[src/pkg/axdp_params.svh]
/*
 * Constants for the downstream port block: field widths, encodings, defaults
 * and the port register-map offsets. Assumes it is included by bare name.
 */
`ifndef AXDP_PARAMS_SVH
`define AXDP_PARAMS_SVH
`define AXDP_NUM_PORTS    2
`define AXDP_DATA_W       32
`define AXDP_UP_ADDR_W    64
`define AXDP_DN_ADDR_W    32
`define AXDP_ID_W         4
`define AXDP_USER_W       8
`define AXDP_CASC_USER_W  1024
`define AXDP_QOS_W        4
`define AXDP_SIZE_W       3
`define AXDP_PROT_W       3
`define AXDP_CACHE_W      4
`define AXDP_RESP_W       2
`define AXDP_LEN4_W       8
`define AXDP_LEN3_W       4
`define AXDP_LOCK4_W      1
`define AXDP_LOCK3_W      2
`define AXDP_BURST_INCR   2'h1
`define AXDP_RESP_OKAY    2'h0
`define AXDP_FIFO_DEPTH   16
// command port offsets
`define AXDP_REG_CTRL     4'h0
`define AXDP_REG_STATUS   4'h1
`define AXDP_REG_COUNT    4'h2
`define AXDP_CTRL_EN_BIT  0
`define AXDP_CTRL_RST     32'h0000_0001
`endif

[src/pkg/axdp_pkg.sv]
/*
 * Types for the downstream port block. Assumes axdp_params.svh is compiled alongside.
 */
package axdp_pkg;
  typedef enum logic [1:0] {
    AXDP_AXI4  = 2'b00,
    AXDP_AXI3  = 2'b01,
    AXDP_LITE  = 2'b10
  } axdp_proto_e;
  typedef enum logic [0:0] {
    AXDP_LOCK_NORMAL    = 1'b0,
    AXDP_LOCK_EXCLUSIVE = 1'b1
  } axdp_lock_e;
endpackage

[src/hw/axdp_port.sv]
/*
 * One downstream AXI port of the interconnect: address, write-data and
 * response channels toward one attached slave, plus a small command port.
 * Assumes upstream logic already decoded and picked this port.
 */
// The address-and-strobe port and the address map are this design's own decisions.
`timescale 1ns/1ps
`include "axdp_params.svh"
module axdp_port #(
  parameter axdp_pkg::axdp_proto_e PROTO    = axdp_pkg::AXDP_AXI4,
  parameter bit                    CASCADED = 1'b0,
  parameter int                    PORT_IDX = 0,
  parameter int UW  = CASCADED ? `AXDP_CASC_USER_W : `AXDP_USER_W,
  parameter int LW  = (PROTO == axdp_pkg::AXDP_AXI3) ? `AXDP_LEN3_W : `AXDP_LEN4_W,
  parameter int KW  = (PROTO == axdp_pkg::AXDP_AXI3) ? `AXDP_LOCK3_W : `AXDP_LOCK4_W
) (
  input  wire logic                        clk_i,
  input  wire logic                        reset_n_i,
  // command port
  input  wire logic [3:0]                  reg_addr_i,
  input  wire logic [31:0]                 reg_wdata_i,
  input  wire logic                        reg_wr_i,
  input  wire logic                        reg_rd_i,
  output logic      [31:0]                 reg_rdata_o,
  // upstream address, write-data and response channels (shared fields per direction)
  input  wire logic [`AXDP_ID_W-1:0]       up_awid_i,
  input  wire logic [`AXDP_UP_ADDR_W-1:0]  up_awaddr_i,
  input  wire logic [7:0]                  up_awlen_i,
  input  wire logic [`AXDP_SIZE_W-1:0]     up_awsize_i,
  input  wire logic                        up_awlock_i,
  input  wire logic [`AXDP_CACHE_W-1:0]    up_awcache_i,
  input  wire logic [`AXDP_PROT_W-1:0]     up_awprot_i,
  input  wire logic [`AXDP_QOS_W-1:0]      up_awqos_i,
  input  wire logic [UW-1:0]               up_awuser_i,
  input  wire logic                        up_awvalid_i,
  output logic                             up_awready_o,
  input  wire logic [`AXDP_DATA_W-1:0]     up_wdata_i,
  input  wire logic [`AXDP_DATA_W/8-1:0]   up_wstrb_i,
  input  wire logic                        up_wlast_i,
  input  wire logic [UW-1:0]               up_wuser_i,
  input  wire logic                        up_wvalid_i,
  output logic                             up_wready_o,
  output logic      [`AXDP_RESP_W-1:0]     up_bresp_o,
  output logic      [UW-1:0]               up_buser_o,
  output logic      [`AXDP_ID_W-1:0]       up_bid_o,
  output logic                             up_bvalid_o,
  input  wire logic                        up_bready_i,
  input  wire logic [`AXDP_ID_W-1:0]       up_arid_i,
  input  wire logic [`AXDP_UP_ADDR_W-1:0]  up_araddr_i,
  input  wire logic [7:0]                  up_arlen_i,
  input  wire logic [`AXDP_SIZE_W-1:0]     up_arsize_i,
  input  wire logic                        up_arlock_i,
  input  wire logic [`AXDP_CACHE_W-1:0]    up_arcache_i,
  input  wire logic [`AXDP_PROT_W-1:0]     up_arprot_i,
  input  wire logic [`AXDP_QOS_W-1:0]      up_arqos_i,
  input  wire logic [UW-1:0]               up_aruser_i,
  input  wire logic                        up_arvalid_i,
  output logic                             up_arready_o,
  output logic      [`AXDP_DATA_W-1:0]     up_rdata_o,
  output logic      [`AXDP_RESP_W-1:0]     up_rresp_o,
  output logic                             up_rlast_o,
  output logic      [UW-1:0]               up_ruser_o,
  output logic      [`AXDP_ID_W-1:0]       up_rid_o,
  output logic                             up_rvalid_o,
  input  wire logic                        up_rready_i,
  // downstream_port toward the slave
  output logic      [`AXDP_ID_W-1:0]       awid_o,
  output logic      [`AXDP_DN_ADDR_W-1:0]  awaddr_o,
  output logic      [LW-1:0]               awlen_o,
  output logic      [`AXDP_SIZE_W-1:0]     awsize_o,
  output logic      [1:0]                  awburst_o,
  output logic      [KW-1:0]               awlock_o,
  output logic      [`AXDP_CACHE_W-1:0]    awcache_o,
  output logic      [`AXDP_PROT_W-1:0]     awprot_o,
  output logic      [`AXDP_QOS_W-1:0]      awqos_o,
  output logic      [UW-1:0]               awuser_o,
  output logic                             awvalid_o,
  input  wire logic                        awready_i,
  output logic      [`AXDP_ID_W-1:0]       wid_o,
  output logic      [`AXDP_DATA_W-1:0]     wdata_o,
  output logic      [`AXDP_DATA_W/8-1:0]   wstrb_o,
  output logic                             wlast_o,
  output logic      [UW-1:0]               wuser_o,
  output logic                             wvalid_o,
  input  wire logic                        wready_i,
  input  wire logic [`AXDP_ID_W-1:0]       bid_i,
  input  wire logic [`AXDP_RESP_W-1:0]     bresp_i,
  input  wire logic [UW-1:0]               buser_i,
  input  wire logic                        bvalid_i,
  output logic                             bready_o,
  output logic      [`AXDP_ID_W-1:0]       arid_o,
  output logic      [`AXDP_DN_ADDR_W-1:0]  araddr_o,
  output logic      [LW-1:0]               arlen_o,
  output logic      [`AXDP_SIZE_W-1:0]     arsize_o,
  output logic      [1:0]                  arburst_o,
  output logic      [KW-1:0]               arlock_o,
  output logic      [`AXDP_CACHE_W-1:0]    arcache_o,
  output logic      [`AXDP_PROT_W-1:0]     arprot_o,
  output logic      [`AXDP_QOS_W-1:0]      arqos_o,
  output logic      [UW-1:0]               aruser_o,
  output logic                             arvalid_o,
  input  wire logic                        arready_i,
  input  wire logic [`AXDP_ID_W-1:0]       rid_i,
  input  wire logic [`AXDP_DATA_W-1:0]     rdata_i,
  input  wire logic [`AXDP_RESP_W-1:0]     rresp_i,
  input  wire logic                        rlast_i,
  input  wire logic [UW-1:0]               ruser_i,
  input  wire logic                        rvalid_i,
  output logic                             rready_o
);
  localparam bit LITE = (PROTO == axdp_pkg::AXDP_LITE);
  localparam bit AXI3 = (PROTO == axdp_pkg::AXDP_AXI3);
  localparam int WW   = `AXDP_DATA_W + `AXDP_DATA_W/8 + 1 + UW;

  // ***********************************************************
  // command port
  // ***********************************************************
  logic [31:0] ctrl, next_ctrl, beats, next_beats;
  logic [31:0] next_rdata, rdata_q;
  logic        en;
  assign en = ctrl[`AXDP_CTRL_EN_BIT];

  always_comb begin
    next_ctrl  = ctrl;
    next_rdata = 32'h0000_0000;
    if (reg_wr_i && reg_addr_i == `AXDP_REG_CTRL) begin
      next_ctrl = {31'h0, reg_wdata_i[`AXDP_CTRL_EN_BIT]};
    end
    if (reg_rd_i) begin
      case (reg_addr_i)
        `AXDP_REG_CTRL:   next_rdata = ctrl;
        `AXDP_REG_STATUS: next_rdata = {26'h0, PORT_IDX[3:0], awvalid_o, arvalid_o};
        `AXDP_REG_COUNT:  next_rdata = beats;
        default:          next_rdata = 32'h0000_0000;
      endcase
    end
  end

  // ***********************************************************
  // address channels: one register stage each
  // ***********************************************************
  logic aw_full, next_aw_full, ar_full, next_ar_full;
  logic [`AXDP_DN_ADDR_W-1:0] next_awaddr, next_araddr;
  assign up_awready_o = en && (!aw_full || awready_i);
  assign up_arready_o = en && (!ar_full || arready_i);
  assign awvalid_o    = aw_full;
  assign arvalid_o    = ar_full;
  assign awburst_o    = `AXDP_BURST_INCR;
  assign arburst_o    = `AXDP_BURST_INCR;

  always_comb begin
    // payload held until the slave takes it
    next_aw_full = aw_full && !awready_i;
    next_ar_full = ar_full && !arready_i;
    if (up_awvalid_i && up_awready_o) next_aw_full = 1'b1;
    if (up_arvalid_i && up_arready_o) next_ar_full = 1'b1;
    next_awaddr = up_awaddr_i[`AXDP_DN_ADDR_W-1:0];
    next_araddr = up_araddr_i[`AXDP_DN_ADDR_W-1:0];
  end

  always_ff @(posedge clk_i) begin
    if (!reset_n_i) begin
      ctrl    <= `AXDP_CTRL_RST;
      rdata_q <= 32'h0000_0000;
      aw_full <= 1'b0;
      ar_full <= 1'b0;
      beats   <= 32'h0000_0000;
      awid_o    <= '0;
      awaddr_o  <= '0;
      awlen_o   <= '0;
      awsize_o  <= '0;
      awlock_o  <= '0;
      awcache_o <= '0;
      awprot_o  <= '0;
      awqos_o   <= '0;
      awuser_o  <= '0;
      arid_o    <= '0;
      araddr_o  <= '0;
      arlen_o   <= '0;
      arsize_o  <= '0;
      arlock_o  <= '0;
      arcache_o <= '0;
      arprot_o  <= '0;
      arqos_o   <= '0;
      aruser_o  <= '0;
    end else begin
      ctrl    <= next_ctrl;
      rdata_q <= next_rdata;
      aw_full <= next_aw_full;
      ar_full <= next_ar_full;
      beats   <= next_beats;
      if (up_awvalid_i && up_awready_o) begin
        awid_o    <= CASCADED ? up_awid_i : '0;
        awaddr_o  <= next_awaddr;
        awlen_o   <= LW'(up_awlen_i);
        awsize_o  <= up_awsize_i;
        awlock_o  <= KW'(up_awlock_i);
        awcache_o <= up_awcache_i;
        awprot_o  <= up_awprot_i;
        awqos_o   <= up_awqos_i;
        awuser_o  <= up_awuser_i;
      end
      if (up_arvalid_i && up_arready_o) begin
        arid_o    <= CASCADED ? up_arid_i : '0;
        araddr_o  <= next_araddr;
        arlen_o   <= LW'(up_arlen_i);
        arsize_o  <= up_arsize_i;
        arlock_o  <= KW'(up_arlock_i);
        arcache_o <= up_arcache_i;
        arprot_o  <= up_arprot_i;
        arqos_o   <= up_arqos_i;
        aruser_o  <= up_aruser_i;
      end
    end
  end
  assign reg_rdata_o = rdata_q;

  // ***********************************************************
  // write data through the FIFO
  // ***********************************************************
  logic [WW-1:0] w_out;
  logic          w_in_ready;
  assign up_wready_o = en && w_in_ready;
  axdp_fifo #(.WIDTH(WW), .DEPTH(`AXDP_FIFO_DEPTH)) u_wfifo (
    .clk_i       (clk_i),
    .reset_n_i   (reset_n_i),
    .in_data_i   ({up_wdata_i, up_wstrb_i, up_wlast_i, up_wuser_i}),
    .in_valid_i  (up_wvalid_i && en),
    .in_ready_o  (w_in_ready),
    .out_data_o  (w_out),
    .out_valid_o (wvalid_o),
    .out_ready_i (wready_i)
  );
  assign {wdata_o, wstrb_o, wlast_o, wuser_o} = w_out;
  // data order is kept, so only AXI3 cascades see a write id
  assign wid_o = (AXI3 && CASCADED) ? awid_o : '0;

  always_comb begin
    next_beats = beats;
    if (wvalid_o && wready_i) next_beats = beats + 32'h1;
  end

  // ***********************************************************
  // responses: lite ports drop ids, last and user
  // ***********************************************************
  assign bready_o    = up_bready_i;
  assign up_bvalid_o = bvalid_i;
  assign up_bresp_o  = bresp_i;
  assign up_bid_o    = LITE ? '0 : bid_i;
  assign up_buser_o  = LITE ? '0 : buser_i;
  assign rready_o    = up_rready_i;
  assign up_rvalid_o = rvalid_i;
  assign up_rdata_o  = rdata_i;
  assign up_rresp_o  = rresp_i;
  assign up_rlast_o  = LITE ? 1'b1 : rlast_i;
  assign up_rid_o    = LITE ? '0 : rid_i;
  assign up_ruser_o  = LITE ? '0 : ruser_i;

  // ***********************************************************
  // checks
  // ***********************************************************
  a_aw_burst_incr: assert property (@(posedge clk_i) disable iff (!reset_n_i)
    awvalid_o |-> awburst_o == `AXDP_BURST_INCR) else $error("aw burst not incr");
  a_aw_hold_stable: assert property (@(posedge clk_i) disable iff (!reset_n_i)
    awvalid_o && !awready_i |=> awvalid_o && $stable(awaddr_o))
    else $error("aw dropped before ready");
  a_ar_hold_stable: assert property (@(posedge clk_i) disable iff (!reset_n_i)
    arvalid_o && !arready_i |=> arvalid_o && $stable(araddr_o))
    else $error("ar dropped before ready");
  a_aw_addr_fwd: assert property (@(posedge clk_i) disable iff (!reset_n_i)
    up_awvalid_i && up_awready_o |=> awaddr_o == $past(next_awaddr))
    else $error("aw address not forwarded");
  a_ar_qos_fwd: assert property (@(posedge clk_i) disable iff (!reset_n_i)
    up_arvalid_i && up_arready_o |=> arqos_o == $past(up_arqos_i))
    else $error("ar qos not forwarded");
  a_aw_lock_legal: assert property (@(posedge clk_i) disable iff (!reset_n_i)
    awvalid_o |-> awlock_o <= KW'(1)) else $error("aw lock out of range");
  a_ar_id_endpoint: assert property (@(posedge clk_i) disable iff (!reset_n_i)
    !CASCADED && arvalid_o |-> arid_o == '0) else $error("id sent to endpoint");
  a_w_hold_valid: assert property (@(posedge clk_i) disable iff (!reset_n_i)
    wvalid_o && !wready_i |=> wvalid_o && $stable(wdata_o))
    else $error("w dropped before ready");
  a_ar_addr_fwd: assert property (@(posedge clk_i) disable iff (!reset_n_i)
    up_arvalid_i && up_arready_o |=> araddr_o == $past(up_araddr_i[`AXDP_DN_ADDR_W-1:0]))
    else $error("ar address not forwarded");
  a_aw_qos_fwd: assert property (@(posedge clk_i) disable iff (!reset_n_i)
    up_awvalid_i && up_awready_o |=> awqos_o == $past(up_awqos_i))
    else $error("aw qos not forwarded");
  a_aw_len_fwd: assert property (@(posedge clk_i) disable iff (!reset_n_i)
    up_awvalid_i && up_awready_o |=> awlen_o == LW'($past(up_awlen_i)))
    else $error("aw length not forwarded");
  a_ar_size_fwd: assert property (@(posedge clk_i) disable iff (!reset_n_i)
    up_arvalid_i && up_arready_o |=> arsize_o == $past(up_arsize_i))
    else $error("ar size not forwarded");
  a_aw_prot_fwd: assert property (@(posedge clk_i) disable iff (!reset_n_i)
    up_awvalid_i && up_awready_o |=> awprot_o == $past(up_awprot_i))
    else $error("aw protection not forwarded");
  a_aw_user_fwd: assert property (@(posedge clk_i) disable iff (!reset_n_i)
    up_awvalid_i && up_awready_o |=> awuser_o == $past(up_awuser_i))
    else $error("aw user not forwarded");
  a_ar_user_fwd: assert property (@(posedge clk_i) disable iff (!reset_n_i)
    up_arvalid_i && up_arready_o |=> aruser_o == $past(up_aruser_i))
    else $error("ar user not forwarded");
endmodule // axdp_port

[src/hw/axdp_fifo.sv]
/*
 * Parameterised valid/ready FIFO used on the downstream write-data path.
 * Assumes one clock and a synchronous active-low reset.
 */
`timescale 1ns/1ps
module axdp_fifo #(
  parameter int WIDTH = 8,
  parameter int DEPTH = 16
) (
  input  wire logic             clk_i,
  input  wire logic             reset_n_i,
  input  wire logic [WIDTH-1:0] in_data_i,
  input  wire logic             in_valid_i,
  output logic                  in_ready_o,
  output logic      [WIDTH-1:0] out_data_o,
  output logic                  out_valid_o,
  input  wire logic             out_ready_i
);
  localparam int AW = $clog2(DEPTH);
  logic [WIDTH-1:0] mem [DEPTH];
  logic [AW-1:0]    rd_ptr, wr_ptr, next_rd_ptr, next_wr_ptr;
  logic [AW:0]      count, next_count;
  logic             push, pop;

  assign in_ready_o  = (count != (AW+1)'(DEPTH));
  assign out_valid_o = (count != '0);
  assign out_data_o  = mem[rd_ptr];
  assign push        = in_valid_i && in_ready_o;
  assign pop         = out_valid_o && out_ready_i;

  always_comb begin
    next_wr_ptr = push ? wr_ptr + 1'b1 : wr_ptr;
    next_rd_ptr = pop ? rd_ptr + 1'b1 : rd_ptr;
    next_count  = count + (AW+1)'(push) - (AW+1)'(pop);
  end

  always_ff @(posedge clk_i) begin
    if (!reset_n_i) begin
      rd_ptr <= '0;
      wr_ptr <= '0;
      count  <= '0;
    end else begin
      rd_ptr <= next_rd_ptr;
      wr_ptr <= next_wr_ptr;
      count  <= next_count;
    end
  end

  always_ff @(posedge clk_i) begin
    if (push) begin
      mem[wr_ptr] <= in_data_i;
    end
  end
endmodule // axdp_fifo

[config.mk]
export PLATFORM = sky130hd
export DESIGN_NAME = axdp_port
export DESIGN_NICKNAME = d
export VERILOG_FILES = /design/src/pkg/axdp_pkg.sv /design/src/hw/axdp_port.sv /design/src/hw/axdp_fifo.sv
export VERILOG_INCLUDE_DIRS = /design/src /design/src/pkg
export SDC_FILE = /design/constraint.sdc
export NUM_CORES = 1
export LEC_CHECK = 0
export BUFFER_PORTS_ARGS = -buffer_cell sky130_fd_sc_hd__buf_4
export CORE_MARGIN = 2
export CORE_UTILIZATION = 30
export DETAILED_ROUTE_END_ITERATION = 8
export SETUP_SLACK_MARGIN = 0.3
export SYNTH_ARGS = -nofsm -noshare
export SYNTH_HDL_FRONTEND = slang
export SYNTH_SLANG_ARGS = --single-unit
[constraint.sdc]
create_clock -name clk_i -period 6.25 [get_ports clk_i]
set_input_delay 0.9375 -clock clk_i [delete_from_list [all_inputs] [get_ports clk_i]]
set_output_delay 0.9375 -clock clk_i [all_outputs]
set_load 0.1 [all_outputs]
# [After elaboration in Yosys (flattened, before gate mapping)]
# Memories as Yosys holds them, arrays and structs flattened. A register that Yosys moved wholly into a read port is not among the register bits.
# Cells that the tools add are included.
[word_totals] latch_bits=0 romBits=0 output_inout_bits=290 inputBits=354 mem_bits_rw=720 elab_cells=60 regBits=206 memories=1
[mem_list] name="u_wfifo.mem" depth=16 word_bits=45 rd=1 rd_ports_with_merged_regs=1 wr=1 line_no="axdp_fifo.sv:20" text="logic [WIDTH-1:0] mem [DEPTH];"
[classes] n_mul=0 n_eq_ne=3 order_cmp=0 n_addsub=5 bitwise_logic=0 shifts=0 mux=7 reduce_logical=20 div=0
[ops] cell="case mux 32 bit (3 select lines)" n=1
[ops] cell="adder 32 x 1 -> 32 bit, second input constant" n=1
[ops] cell="logical AND 1 bit" n=11
[ops] cell="adder 4 x 1 -> 4 bit, second input constant" n=2
[ops] cell="2-to-1 mux 4 bit" n=2
[ops] cell="adder 5 x 1 -> 5 bit" n=1
[ops] cell="!= test 5 bit, second input constant" n=1
[ops] cell="nonzero test 5 bit" n=1
[ops] cell="subtractor 5 x 1 -> 5 bit" n=1
[ops] cell="equality test 4 x 1 -> 1 bit, second input constant" n=1
[ops] cell="equality test 4 x 2 -> 1 bit, second input constant" n=1
[ops] cell="zero test 1 bit" n=4
[ops] cell="zero test 4 bit" n=1
[ops] cell="2-to-1 mux 1 bit" n=4
[ops] cell="logical OR 1 bit" n=2
[ops] cell="AND reduction 2 bit" n=1

# [Depth between registers and ports, before layout]
# Gate-level depths: netlist of run 1.
[depth] depth_word=5 mapped_depth=14 depth_no_buf=13

# [Hierarchy]
# A second synthesis of run 1 with hierarchy kept.
[hier_totals] hier_cells=2113 area_unflattened_um2=35637.9
[modules_own_cells] module="axdp_fifo" area_each_um2=28173.3 seq_area_each_um2=21961.1 cells_each=1208 instances=1
[modules_own_cells] module="axdp_port" area_each_um2=7464.7 seq_area_each_um2=3863.7 cells_each=905 instances=1

# [Least setup slack after synthesis of run 1]
# OpenSTA, ideal clock, no wires.
[synth_path] path_kind="input to register" from="input port up_wvalid_i" to="memory u_wfifo.mem[1][0] in the netlist's numbering, enable pin" t_required_ns=5.747 n_path_buf=0 arrival_ns=4.406 setup_time_ns=0.503 setup_slack_ns=1.341 path_stages=4 cell_sequence="nand3_1 inv_1 nand2_1 nor3_1"
[synth_via] elab_chain_cells=4
[synth_rtl] element="start, declared" line_no="axdp_port.sv:41" text="input wire logic up_wvalid_i,"
[synth_rtl] element="logical AND 1 bit" line_no="axdp_port.sv:228" text=".in_valid_i (up_wvalid_i && en),"
[synth_rtl] element="logical AND 1 bit" line_no="axdp_fifo.sv:28" text="assign push = in_valid_i && in_ready_o;"
[synth_rtl] element="via u_wfifo.push" line_no="axdp_fifo.sv:23" text="logic push, pop;"
[synth_rtl] element="2-to-1 mux 1 bit" line_no="axdp_fifo.sv:50" text="if (push) begin"
[synth_rtl] element="2-to-1 mux 1 bit (not written as such)" line_no="axdp_fifo.sv:51" text="mem[wr_ptr] <= in_data_i;"
[synth_rtl] element="end, declared" line_no="axdp_fifo.sv:20"
# The timed path passes the listed nets, and every way through them passes these cells.

==> flow_summary.yaml, run 1 <==
sta:
  drv_slew: 0
  fin_crit_sh_pct: 70.43
  rsz0062_at_grt: "no"
  slew_headroom_pct: 28.42
  timing.final.hold_violations: 0
  tightest_slew_ps: 1074
  setup_viol_count_final: 0
  period_needed_ps: 4402
  fmax_mhz: 227.2
  tns_ps: 0
  skew_ps: 21.52
synth:
  avgSynthCellArea_um2: 17.52
  yosysSeqAreaShare_pct: 73.14
  yosys_warnings: 0
  syn-instance-count: 2015
  syn-cell-area_um2: 35310
  ys_types: 42
  ys_ff_latch: 930
drt:
  routedWlPerCell_um: 24.36
  drtPass1Iterations: 5
  wl_um: 96800
  via_per_inst: 4.829
  drt_iter0_drc: 1161
  ant_nets: 0
  vias: 19180
  drc: 0
critical_path:
  cp_num_buf_inv: 2
  crit_top_cell: "mux4_2"
  critPathArrivalTime_ps: 3460
  slowest_stage: "dfxtp_4"
  cp_top_family: "multiplexers"
  path_cells: "buf_12 > mux4_2 > mux4_2 > buf_4"
  crit_path_end_kind: "output port"
  cp_max_fo: 56
  startpoint_type: "flop"
  setup.worst_path.class: "reg2out"
  critPathRequiredTime_ps: 5310
  critPathMaxStageDelay_ps: 900
clock_network:
  numCtsBuffers: 97
  cts-root-buf: "clkbuf_16"
  h-tree-depth: 3
  clk_pin_slew_ps: 60
  cts_resized: 0
  clkLatencyLatePin_ps: 660
  post_cts_buffers: 0
  cts.path.max_buffers: 3
  cts.sinks: 930
  cts_hold_buf: 0
  cts_tree: "built"
grt:
  grt_max_degree: 76
  grt_usage_pct: 15.88
  grt_pass1_vias: 20390
  antenna_found_initial: 5
  globalRoute.totalOverflow: 0
  grt_pass1_wl_um: 139400
floorplanning:
  die_w_um: 347.1
  start_util_pct: 30.30
  coreArea_um2: 116500
  die_h_um: 347.1
  die-area_um2: 120500
  io_pins: 644
  rows: 125
placement:
  numPortBuffers: 394
  dp_hpwl_um: 58200
  placed_area_um2: 39630
  gp_congestion: 0.9134
power:
  powerDensity_nw_per_um2: 394.1
  ir_drop_uv: 215.5
  leakagePower_nw: 14.34
worst_hold_path:
  worstHoldPathType: "reg2reg"
flow_run:
  maxCapViolations: 0
cells_and_area:
  final_cell_mix: "edfxtp_1 (720), buf_4 (423), nand2_1 (274)"
  postLayoutCellArea_um2: 42850
  drive_gt1_share_pct: 33.93
  fill_cells: 10760
  final_nets: 2730
  final_common_cell: "edfxtp_1"
  area_growth_pct: 21.35
status:
  status: "finished, final reports clean"
## synth_stat cells
library cell  number  area, µm²
a21oi_1          153      765.7
clkbuf_1          83      311.6
buf_2             16      80.08
nand4_1           10      62.56
and2_2             1      7.510
and3_1             4      25.02
fa_1               1      20.02
nand3_1           22      110.1
o21ai_0            5      25.02
and4_2             1      10.01
dfxtp_1          210       4204
xor2_1            11      96.34
edfxtp_1         720      21620
nor2b_1            2      12.51
nand4bb_1          1      11.26
mux2i_1            3      30.03
conb_1             2      7.510
or4_2              2      17.52
or4_1             11      82.58
nand4_2            1      12.51
ha_1              12      150.1
or3_1              5      31.28
o31ai_1           12      90.09
buf_1             13      48.80
buf_4             81      608.1
o311ai_0           6      52.55
nand2b_1          11      68.82
and4_1             6      52.55
nor3_1             5      25.02
nor4_1             1      6.260
o21bai_1           1      7.510
xnor2_1            5      43.79
a21o_1             1      7.510
and2_1            38      237.7
o41ai_1            6      52.55
mux4_2           225       5067
nand2_1          274       1028
inv_1             14      52.55
o21a_1             2      15.01
nor2_1            36      135.1
clkinv_1           1      3.750
or4b_2             1      10.01
## flip-flops by register name, summed over array words and instances, names as in the netlist, 3 cells and up, named ones only
signal	count
u_wfifo.mem	720
araddr_o	32
awaddr_o	32
beats	32
reg_rdata_o	32
arlen_o	8
aruser_o	8
awlen_o	8
awuser_o	8
u_wfifo.count	5
arcache_o	4
arqos_o	4
awcache_o	4
awqos_o	4
u_wfifo.rd_ptr	4
u_wfifo.wr_ptr	4
arprot_o	3
arsize_o	3
awprot_o	3
awsize_o	3
## worst min-delay path, delay by kind of cell (launching register included)
kind | cells | cell delay, ps
DFF | 1 | 310
and+or+nand+nor | 1 | 50
AOI/OAI and AO/OA | 1 | 50
## power by group
group,leakage [nW],switching [mW],internal (mW)
Sequential,8.22,0.196,6.88
Clock,1.57,2.42,3.37
Combinational,4.55,2.64,1.38
Total,14.3,5.25,11.6
## cell type report
| cell class | instances | area, µm² | share of cell area, % |
|---|---|---|---|
| sequential | 930 | 25840 | 60.30 |
| multi-input combinational | 891 | 8553 | 19.96 |
| timing repair buffer | 428 | 3276 | 7.645 |
| clock buffer | 118 | 2580 | 6.021 |
| tap | 1524 | 1907 | 4.450 |
| clock inverter | 64 | 626.9 | 1.463 |
| inverter | 15 | 58.81 | 0.1373 |
| antenna | 3 | 7.507 | 0.01752 |
## metal layers
metal	up-vias	global-route usage [%]	share of wire [%]
met4	4	6.016	3.4
met3	149	4.822	7.6
met2	688	28.31	52
met5	-	0.5202	0.10
li1	8419	-	-
met1	9924	17.70	37
## final timing paths
path / startpoint / to / slack, ps / cells after the start
worst max register to register: u_wfifo.count[3] / u_wfifo.count[4] / 2980 / 13
worst max-delay path: flop / wdata_o[20] / 1850 / 4
worst min register to register: araddr_o[25] / araddr_o[25] / 460 / 2
worst min-delay path: araddr_o[25] / araddr_o[25] / 460 / 2
## cells by family after synthesis
group	count (synthesis)	synth area share (%)
xor gates and xnor gates	16	0.3969
DFF	930	73.14
and+or+nand+nor	432	5.514
adders and majority gates	13	0.4819
AOI/OAI and AO/OA	186	2.877
buffers and inverters	208	3.129
muxes	228	14.44
other	2	0.02127
## through the flow
step	instances	total power [mW]	utilization (%)	hold WS [ps]	setup WS [ps]
after floorplan	2029	10.47	-	437.5	1341
after global placement	3788	11.25	34.01	444.6	2433
after detailed placement	3788	11.31	34.01	449.3	2425
after CTS	3970	17.15	36.77	432.9	1672
after global routing	3972	17.55	36.77	475.5	1578
final	3973	16.89	36.77	455.3	1848
No activity file was read; power rests on OpenSTA's default activity.
==> run 2: changes to the inputs <==
--- a/config.mk
+++ b/config.mk
@@ -6,6 +6,7 @@
 export SDC_FILE = /design/constraint.sdc
 export NUM_CORES = 1
 export LEC_CHECK = 0
+export ABC_AREA = 1
 export BUFFER_PORTS_ARGS = -buffer_cell sky130_fd_sc_hd__buf_4
 export CORE_MARGIN = 2
 export CORE_UTILIZATION = 30
==> constraint.sdc (replaced) <==
create_clock -name clk_i -period 4.45 [get_ports clk_i]
set_input_delay 0.6675 -clock clk_i [delete_from_list [all_inputs] [get_ports clk_i]]
set_output_delay 0.6675 -clock clk_i [all_outputs]
set_load 0.1 [all_outputs]
==> run 2 against run 1 <==
Effect of this change:
- first-iteration DRC count up 60%
- sequential cell count unchanged
- die area up 8.0%
- synthesized area up 8.1%
- synthesized cell count up 70%
- power up 48%
- via count up 33%
- count of clock-buffer cells in the layout up 4
- final area up 6.4%
- setup slack worse by 1000 ps
- sequential share of layout area down 3.6 points
- cell count up 38%
- critical path type unchanged
==> flow_summary.yaml, run 2 <==
clock_network:
  cts_hold_buf: 0
  numCtsBuffers: 101
  clkLatencyLatePin_ps: 730
  cts.sinks: 930
  h-tree-depth: 3
  cts.path.max_buffers: 3
  cts-root-buf: "clkbuf_16"
  clk_pin_slew_ps: 70
  cts_resized: 0
  cts_tree: "built"
  post_cts_buffers: 0
sta:
  setup_viol_count_final: 0
  slew_headroom_pct: 21.70
  fmax_mhz: 277.8
  period_needed_ps: 3599
  drv_slew: 0
  timing.final.hold_violations: 0
  skew_ps: 101.0
  rsz0062_at_grt: "no"
  worst_hold_slack_ps: 205.3
  fin_crit_sh_pct: 80.88
  tightest_slew_ps: 1174
  tns_ps: 0
grt:
  globalRoute.totalOverflow: 0
  grt_pass1_vias: 24600
  grt_pass1_wl_um: 152600
  antenna_found_initial: 11
  grt_max_degree: 137
  grt_usage_pct: 15.30
power:
  powerDensity_nw_per_um2: 547.4
  ir_drop_uv: 336.3
  leakagePower_nw: 16.89
  finalPower_mw: 24.95
cells_and_area:
  regMostFlops: "u_wfifo.mem"
  fill_cells: 12370
  multi_input_area_um2: 8992
  area_growth_pct: 19.44
  final_nets: 4087
  postLayoutCellArea_um2: 45580
  largest_register_ffs: 720
  final_common_cell: "edfxtp_1"
  final_cell_mix: "edfxtp_1 (720), nand2_1 (595), buf_4 (438)"
  drive_gt1_share_pct: 17.67
  register_area_um2: 25840
placement:
  dp_hpwl_um: 60640
  placed_area_um2: 42050
  numPortBuffers: 394
  gp_congestion: 0.8230
drt:
  wl_um: 102100
  via_per_inst: 4.679
  vias: 25570
  routedWlPerCell_um: 18.68
  drtPass1Iterations: 5
  ant_nets: 0
  drc: 0
  drt_iter0_drc: 1862
floorplanning:
  io_pins: 644
  coreArea_um2: 125900
  rows: 130
  die_w_um: 360.7
  die-area_um2: 130100
  die_h_um: 360.7
  start_util_pct: 30.31
flow_run:
  maxCapViolations: 0
worst_hold_path:
  hp-start: "up_araddr_i[18]"
  whs_endpoint: "araddr_o[18]"
  worstHoldPathType: "in2reg"
  holdPathStages: 3
critical_path:
  cp_num_buf_inv: 3
  setup.worst_path.class: "reg2out"
  cp_top_family: "buffers and inverters"
  r2r_slack_ps: 1350
  cp_max_fo: 82
  critPathArrivalTime_ps: 2930
  crit_path_end_kind: "output port"
  worstReg2RegEnd: "u_wfifo.mem[7][21]"
  r2r_start: "u_wfifo.count[3]"
  slowest_stage: "dfxtp_4"
  critPathMaxStageDelay_ps: 800
  critPathRequiredTime_ps: 3780
  path_cells: "buf_4 > buf_12 > o211ai_1 > nand3_1 > nand3_1 > nand2_1 > buf_4"
  startpoint_type: "flop"
  ff2ff_path_depth: 8
synth:
  syn-instance-count: 3433
  avgSynthCellArea_um2: 11.12
  yosysSeqAreaShare_pct: 67.67
  ys_ff_latch: 930
  yosysMostFrequentCell: "edfxtp_1"
  synth_top_area_share_pct: 56.65
  syn-cell-area_um2: 38160
  yosys_warnings: 0
  synth_top_area_cell: "edfxtp_1"
  synth-edff-count: 720
  synth_common_cells: "edfxtp_1 (720), nand2_1 (595), inv_1 (422), a21oi_1 (323), nand3_1 (294)"
  async_flop_share_pct: 0
  netlist_top_cells_area: "edfxtp_1 (57%), dfxtp_1 (11%), nand2_1 (5.9%), a21oi_1 (4.2%), inv_1 (4.2%)"
  ys_types: 38
  synth_flop_cell: "edfxtp_1"
status:
  status: "finished, final reports clean"
==> run 2: metal layers <==
layer	part of all wire [%]	GRT usage [%]	wire length (µm)
met5	0	0	0
met4	2.9	5.013	2925
met3	7.0	4.081	7122
met2	48	25.80	49290
met1	42	18.98	42750
==> run 2: stage by stage <==
| step | cells | setup slack (ps) | utilization [%] |
|---|---|---|---|
| floorplan | 3447 | 992.8 | - |
| global placement | 5267 | 1219 | 33.40 |
| detailed placement | 5267 | 1194 | 33.40 |
| CTS | 5459 | 731.1 | 36.20 |
| global route | 5462 | 636.0 | 36.20 |
| finish | 5464 | 850.7 | 36.21 |
==> run 2: cell families (layout without fill, tap and decap cells) <==
group | count (synthesis) | count (layout) | synth area share (%)
and+or+nand+nor | 1064 | 1064 | 11.84
DFF | 930 | 930 | 67.67
AOI/OAI and AO/OA | 710 | 710 | 10.71
buffers and inverters | 710 | 1072 | 9.219
adders and majority gates | 13 | 13 | 0.4459
xor gates and xnor gates | 4 | 4 | 0.09182
other | 2 | 21 | 0.01968
==> run 2: how the worst max path moves through the flow <==
stage / start / end / slack [ps] / cells past startpoint
4_1_cts: flop / wdata_o[22] / 730 / 7
3_5_place_dp: up_wvalid_i / u_wfifo.mem[8][40] / 1190 / 6
6_report: flop / wdata_o[16] / 850 / 7
3_3_place_gp: up_wvalid_i / u_wfifo.mem[8][4] / 1220 / 6
5_1_grt: flop / wdata_o[18] / 640 / 8
2_1_floorplan: u_wfifo.count[2] / u_wfifo.mem[11][0] / 990 / 7
==> run 2: area by class of cell <==
cell class	instances	area share [%]
flip-flops and latches	930	56.68
multi-input cells	1807	19.73
repair buffers	450	7.741
clock buffers	122	5.806
well taps	1650	4.529
inverters	430	3.563
clock inverters	70	1.921
diodes	5	0.02745
==> run 2: worst reg2reg max path, cell delays in order (launching register included) <==
cell     delay, ps
dfxtp_1        350
inv_1           70
ha_1           210
nand3_1        100
nand3_1        250
inv_1          340
nand2_1        250
nor2_4         640
buf_4          480
==> run 2: power by group <==
part           switching, mW  total [mW]  leakage, nW  internal, mW
clock network           3.65        8.76         1.70          5.12
logic                   4.82        6.36         6.97          1.54
registers              0.171        9.83         8.22          9.66
